<file path="src/verilog/clock_position_capture_regs.vh">
// Register map, field positions and reset values of the clock position capture block.
`ifndef CLOCK_POSITION_CAPTURE_REGS_VH
`define CLOCK_POSITION_CAPTURE_REGS_VH

// Register indices as printed; the byte address is four times the index.
`define SNAPSHOT_LOW_INDEX 8'h0b
`define SNAPSHOT_HIGH_INDEX 8'h0c
`define STEP_CONFIG_INDEX 8'h0d
`define CAPTURE_CTRL_INDEX 8'h10

`define SNAPSHOT_LOW_ADDR 10'h02c
`define SNAPSHOT_HIGH_ADDR 10'h030
`define STEP_CONFIG_ADDR 10'h034
`define CAPTURE_CTRL_ADDR 10'h040

// Step-size field and its codes.
`define STEP_LSB 0
`define STEP_MSB 1
`define STEP_RESET 2'h3
`define STEP_28PS 2'h0
`define STEP_15PS 2'h1
`define STEP_11PS 2'h2
`define STEP_8PS 2'h3

// Capture control register bit positions.
`define CTRL_CAPTURE_EN_BIT 0
`define CTRL_LATCH_CLEAR_BIT 1
`define CTRL_ALIGN_EN_BIT 2
`define CTRL_SYNC_EN_BIT 3
`define CTRL_RESET 4'h0

`define SNAPSHOT_RESET 32'h0000_0000
`define SNAPSHOT_WIDTH 32

`endif

</file>
<file path="src/verilog/clock_position_capture.v">
// Clock position capture window with its Avalon-MM register slave.
//
// Behaviour
// RQ1: Record input-clock rising edges relative to a request rising edge in read-only snapshot.
// RQ2: Snapshot fills from bit 0 upward, bit order follows increasing sample delay.
// RQ3: Each bit is one input-clock sample spaced by the selected step size.
// RQ4: Lowest and highest snapshot bits always read as one; the code reads both as zero from reset until the first capture.
// RQ5: Each adjacent pair of set bits, boundaries included, marks a rising edge.
// RQ6: Snapshot is 32 bits; low half at one register, high half at next.
// RQ7: Step code 0..3 gives 28, 15, 11, 8 ps; resets to code 3.
// RQ8: Selected step drives both request input delay and capture sample spacing.
// RQ9: Software picks the step whose frequency range holds the input-clock frequency.
// RQ10: In overlapping ranges software prefers the larger step size.
// RQ11: Software computes request delay from edge positions, clock period and step.
// RQ12: Step register bits 15 to 2 are written zero and read-only.
// RQ13: Before each capture the request-latch clear is driven high then low.
// RQ14: First request rising edge after clearing triggers capture if capture enable set.
// RQ15: Capture enable ignored while both sync and alignment path enables are zero.
// RQ16: Snapshot resets to zero and holds until the next triggered capture completes.
//
// Decided for this implementation: the Avalon-MM slave port.
`timescale 1ns/1ps
`default_nettype none
`include "clock_position_capture_regs.vh"

module clock_position_capture (
	input wire sys_clk_i, // 40 MHz system clock
	input wire sys_rst_i, // Asynchronous reset, active high
	input wire [9:0] avs_address_i, // Avalon byte address
	input wire avs_read_i, // Avalon read request
	input wire avs_write_i, // Avalon write request
	input wire [31:0] avs_writedata_i, // Avalon write data
	input wire [3:0] avs_byteenable_i, // Avalon byte enables
	output wire [31:0] avs_readdata_o, // Avalon read data
	output wire avs_waitrequest_o, // Avalon wait request
	input wire alignment_request_input_i, // Alignment request pin, asynchronous
	input wire [31:0] tap_samples_i, // Input clock sampled at the 32 delay taps
	output wire [1:0] request_delay_step_o, // Tap spacing to the delay line
	output wire capture_window_en_o // Powers the windowing circuit
);

	localparam [2:0] ST_IDLE = 3'b001;
	localparam [2:0] ST_CLEARING = 3'b010;
	localparam [2:0] ST_ARMED = 3'b100;

	reg [2:0] req_sync_q;
	reg req_level_q;
	reg req_level_d;
	reg [31:0] tap_s1_q;
	reg [31:0] tap_s2_q;
	reg [31:0] tap_s3_q;
	reg [31:0] tap_level_q;
	reg [31:0] snapshot_q;
	reg [1:0] step_q;
	reg [3:0] ctrl_q;
	reg [2:0] state_q;
	reg [2:0] state_d;
	reg wait_q;
	reg [31:0] rdata_q;
	reg [31:0] rdata_d;
	reg window_en_q;
	wire req_rise;
	wire window_en;
	wire [31:0] tap_agree;
	wire bus_req;
	wire wr_take;

	// Pin inputs pass three flops; a change counts once the second and third agree.
	always @(posedge sys_clk_i or posedge sys_rst_i) begin
		if (sys_rst_i) begin
			req_sync_q <= 3'h0;
			req_level_q <= 1'b0;
			tap_s1_q <= 32'h0000_0000;
			tap_s2_q <= 32'h0000_0000;
			tap_s3_q <= 32'h0000_0000;
			tap_level_q <= 32'h0000_0000;
		end else begin
			req_sync_q <= {req_sync_q[1:0], alignment_request_input_i};
			req_level_q <= req_level_d;
			tap_s1_q <= tap_samples_i;
			tap_s2_q <= tap_s1_q;
			tap_s3_q <= tap_s2_q;
			tap_level_q <= (tap_s3_q & tap_agree) | (tap_level_q & ~tap_agree);
		end
	end

	assign tap_agree = ~(tap_s2_q ^ tap_s3_q);

	always @* begin
		req_level_d = req_level_q;
		if (req_sync_q[1] == req_sync_q[2]) begin
			req_level_d = req_sync_q[2];
		end
	end

	assign req_rise = req_level_d & ~req_level_q;

	// Without either path enable the capture enable has no effect. [RQ15]
	assign window_en = ctrl_q[`CTRL_CAPTURE_EN_BIT] &
		(ctrl_q[`CTRL_SYNC_EN_BIT] | ctrl_q[`CTRL_ALIGN_EN_BIT]);

	// Arming needs the clear bit seen high and then low. [RQ13]
	always @* begin
		state_d = state_q;
		case (state_q)
			ST_IDLE: begin
				if (ctrl_q[`CTRL_LATCH_CLEAR_BIT]) begin
					state_d = ST_CLEARING;
				end
			end
			ST_CLEARING: begin
				if (!ctrl_q[`CTRL_LATCH_CLEAR_BIT]) begin
					state_d = ST_ARMED;
				end
			end
			ST_ARMED: begin
				if (ctrl_q[`CTRL_LATCH_CLEAR_BIT]) begin
					state_d = ST_CLEARING;
				end else if (req_rise && window_en) begin
					state_d = ST_IDLE; // [RQ14]
				end
			end
			default: begin
				state_d = ST_IDLE;
			end
		endcase
	end

	// Bit 0 is the shortest tap delay, so the pattern keeps delay order upward. [RQ2] [RQ3]
	// The two window bits are forced set because their neighbours lie outside the window. [RQ4] [RQ5]
	always @(posedge sys_clk_i or posedge sys_rst_i) begin
		if (sys_rst_i) begin
			state_q <= ST_IDLE;
			snapshot_q <= `SNAPSHOT_RESET;
			window_en_q <= 1'b0;
		end else begin
			state_q <= state_d;
			window_en_q <= window_en;
			if (state_q == ST_ARMED && !ctrl_q[`CTRL_LATCH_CLEAR_BIT] && req_rise && window_en) begin
				snapshot_q <= {1'b1, tap_level_q[30:1], 1'b1}; // [RQ1] [RQ16]
			end
		end
	end

	// One wait cycle: waitrequest drops the cycle after a request is seen.
	assign bus_req = avs_read_i | avs_write_i;
	assign wr_take = avs_write_i & ~wait_q;

	always @* begin
		rdata_d = 32'h0000_0000;
		case (avs_address_i)
			`SNAPSHOT_LOW_ADDR: begin
				rdata_d = {16'h0000, snapshot_q[15:0]}; // [RQ6]
			end
			`SNAPSHOT_HIGH_ADDR: begin
				rdata_d = {16'h0000, snapshot_q[31:16]}; // [RQ6]
			end
			`STEP_CONFIG_ADDR: begin
				rdata_d = {30'h0000_0000, step_q}; // [RQ12]
			end
			`CAPTURE_CTRL_ADDR: begin
				rdata_d = {28'h000_0000, ctrl_q};
			end
			default: begin
				rdata_d = 32'h0000_0000;
			end
		endcase
	end

	always @(posedge sys_clk_i or posedge sys_rst_i) begin
		if (sys_rst_i) begin
			wait_q <= 1'b1;
			rdata_q <= 32'h0000_0000;
			step_q <= `STEP_RESET; // [RQ7]
			ctrl_q <= `CTRL_RESET;
		end else begin
			if (bus_req && wait_q) begin
				wait_q <= 1'b0;
				rdata_q <= rdata_d;
			end else begin
				wait_q <= 1'b1;
			end
			// Only the step field is writable; upper bits are dropped. [RQ12] [RQ7]
			if (wr_take && avs_address_i == `STEP_CONFIG_ADDR && avs_byteenable_i[0]) begin
				step_q <= avs_writedata_i[`STEP_MSB:`STEP_LSB];
			end
			if (wr_take && avs_address_i == `CAPTURE_CTRL_ADDR && avs_byteenable_i[0]) begin
				ctrl_q <= avs_writedata_i[3:0];
			end
		end
	end

	assign avs_readdata_o = rdata_q;
	assign avs_waitrequest_o = wait_q;
	// The same step code feeds the request delay and the capture tap spacing. [RQ8]
	assign request_delay_step_o = step_q;
	assign capture_window_en_o = window_en_q;

endmodule

`default_nettype wire

</file>
<file path="config.mk">
export PLATFORM = sky130hd
export DESIGN_NAME = clock_position_capture
export DESIGN_NICKNAME = d
export VERILOG_FILES = /design/src/verilog/clock_position_capture.v
export VERILOG_INCLUDE_DIRS = /design/src /design/src/verilog
export SDC_FILE = /design/constraint.sdc
export NUM_CORES = 1
export LEC_CHECK = 0
export ABC_AREA = 1
export BUFFER_PORTS_ARGS = -buffer_cell sky130_fd_sc_hd__buf_2
export CORE_UTILIZATION = 45
export CTS_BUF_LIST = sky130_fd_sc_hd__clkbuf_8
export DETAILED_ROUTE_END_ITERATION = 16
export GPL_TIMING_DRIVEN = 0
export PLACE_DENSITY = 0.77
export SYNTH_ARGS = -nofsm -noshare
export SYNTH_HDL_FRONTEND = slang
export SYNTH_SLANG_ARGS = --single-unit
</file>
<file path="constraint.sdc">
create_clock -name sys_clk_i -period 7.95 [get_ports sys_clk_i]
set_input_delay 1.59 -clock sys_clk_i [delete_from_list [all_inputs] [get_ports sys_clk_i]]
set_output_delay 1.59 -clock sys_clk_i [all_outputs]
set_load 0.1 [all_outputs]
</file>
==> impl_metrics.toml <==
[drt]
first_iter_violations = 241
drt_wl_total_mm = 10.44
wire_per_inst_um = 12.80
vias = 3792
vias_per_cell = 4.653
first_pass_iters = 4
drtAntennaViolNets = 0
route.detailed.drc = 0

[setup_path]
cp_top_family = "flip-flops"
crit_path_start_kind = "register"
crit_slowest_cell = "dfstp_2"
crit_chain = "buf_2"
end_kind = "output port"
cp_num_buf_inv = 1
reg2reg_depth = 6
path_class = "reg -> out"
cp.depth = 1
crit_arrival_ns = 1.45
required_ns = 6.36
max_stage_delay_ns = 0.56
crit_fanout = 3

[floorplan]
top_level_ports = 119
rows = 42
coreArea_um2 = 13510
die_w_um = 120.6
chipHeight_um = 120.6
start_util = 0.4689
fp.dieArea_um2 = 14550

[final_layout]
final_common_cell = "dfrtp_1"
final_cell_mix = "dfrtp_1 (178), nand2_1 (149), buf_2 (77)"
drive_gt1_frac = 0.2473
fin_cells = 815
final_core_util = 0.5472
nNetsFinal = 709
antennaDiodeCount = 0
syn_to_final_growth_pct = 16.70

[clock_tree]
cts.sinks = 182
cts_buffers = 17
cts_tree = "done"
cts-resized-gates = 0
clk_path_buf_depth = 2
htreeDepth = 4
post-cts-setup-buffers = 0
clock_latency_ns = 0.47
ctsRootBufferMaster = "clkbuf_8"
clk_pin_slew_ns = 0.09
cts_hold_buf = 0

[place]
place_inst = 783
place_congestion = 0.8886
numPortBuffers = 69
detailed_place_hpwl_mm = 7.309

[logic_synthesis]
synth-seq-area-share = 0.7200
synth_cells = 522
synth_top_cells_by_area = "dfrtp_1 (70%), nand2_1 (8.8%), maj3_1 (4.9%)"
yosysTopAreaCell = "dfrtp_1"
synth-seq-cells = 182
yosys.area.top_type_share = 0.7034
synth_area_um2 = 6332
synth_cell_type_count = 27
syn_area_per_cell_um2 = 12.13
yosysWarnings = 0

[power]
clkPwrFrac = 0.349
combPwrFrac = 0.091
p_leak_nw = 3.747
ir_drop_mv = 0.1192
p_seq_frac = 0.560
cellInternalPower_w = 0.001310
sw_frac_of_total = 0.2668
powerDensity_nw_per_um2 = 241.7
power_switching_w = 0.0004765

[status]
status = "finished, final reports clean"

[timing]
rsz0062_at_grt = "false"
period_needed_ns = 3.043
hold_viol_final = 0
max_freq_ghz = 0.3287
slew_violations = 0
fin_worst_skew_ns = 0.006981
holdWs_ns = 0.3538
report.final.setup_viol = 0
timing.final.crit_share = 0.3827
tns_ns = 0

[global_route]
gr-total-overflow = 0
grt_pass1_vias = 3810
antenna_found_initial = 0
grt_max_degree = 108
grt_usage = 0.1648
grt_pass1_wl_mm = 18.18

[worst_hold_path]
hold_class = "reg -> reg"
hold_depth = 0

[job]
drv_cap = 0
-- layer usage --
metal | vias up | GRT usage | routed length [um]
met3 | 16 | 0.04009 | 617
met2 | 118 | 0.2389 | 4536
li1 | 1848 | - | -
met5 | - | 0 | 0
met1 | 1810 | 0.2282 | 5078
met4 | 0 | 0.09259 | 204
-- cells by family (layout without fill, tap and decap cells) --
group           Yosys count  in the layout  synth area share
flops                   182            182            0.7200
fa+ha+maj                31             31           0.04900
other cells               1             16         0.0005922
compound gates           15             15           0.01324
buf+inv                  52            154           0.04624
simple gates            241            241            0.1709
-- through the flow --
| stage | cell area, um^2 | worst slack (ns) | total power, W |
|---|---|---|---|
| 2_1_floorplan | 6389 | 1.423 | 0.001136 |
| 3_3_place_gp | 6954 | 0.03003 | 0.001167 |
| 3_5_place_dp | 6989 | 5.142 | 0.001182 |
| 4_1_cts | 7390 | 4.880 | 0.001805 |
| 5_1_grt | 7390 | 4.870 | 0.001867 |
| 6_report | 7390 | 4.907 | 0.001786 |
-- synthesized netlist by cell type, drive strengths merged --
cell type,number
dfrtp,178
nand2,159
nand3,55
maj3,31
buf,29
inv,22
nor2,21
o21ai,11
dfstp,4
nor3,4
a21oi,3
clkbuf,1
conb,1
nand3b,1
nand4,1
o22ai,1
-- worst paths after layout --
check	startpoint	end	slack, ns
min in group asynchronous	sys_rst_i	tap_s1_q[27]	1.16
min	tap_s1_q[28]	tap_s2_q[28]	0.35
max in group asynchronous	sys_rst_i	avs_waitrequest_o	5.93
max reg2reg	req_level_q	snapshot_q[1]	6.45
max	request_delay_step_o[1]	request_delay_step_o[1]	4.91
min reg2reg	tap_s1_q[28]	tap_s2_q[28]	0.35
-- cell type report --
| class | count | area, um^2 |
|---|---|---|
| fill | 1155 | 6116 |
| sequential | 182 | 4559 |
| multi-input combinational | 303 | 1536 |
| timing repair buffer | 70 | 372.9 |
| clock buffer | 17 | 234.0 |
| tap | 176 | 220.2 |
| buffer | 30 | 210.2 |
| clock inverter | 15 | 166.4 |
| inverter | 22 | 90.09 |
-- power groups by stage --
| stage | Sequential [W] | Combinational (W) | Clock, W |
|---|---|---|---|
| finish | 0.00100 | 0.000163 | 0.000623 |
| global route | 0.00101 | 0.000181 | 0.000679 |
| CTS | 0.00100 | 0.000163 | 0.000641 |
| detailed placement | 0.00102 | 0.000163 | 0 |
| global placement | 0.00102 | 0.000151 | 0 |
| floorplan | 0.00102 | 0.000120 | 0 |
No activity file was read; power rests on OpenSTA's default activity.
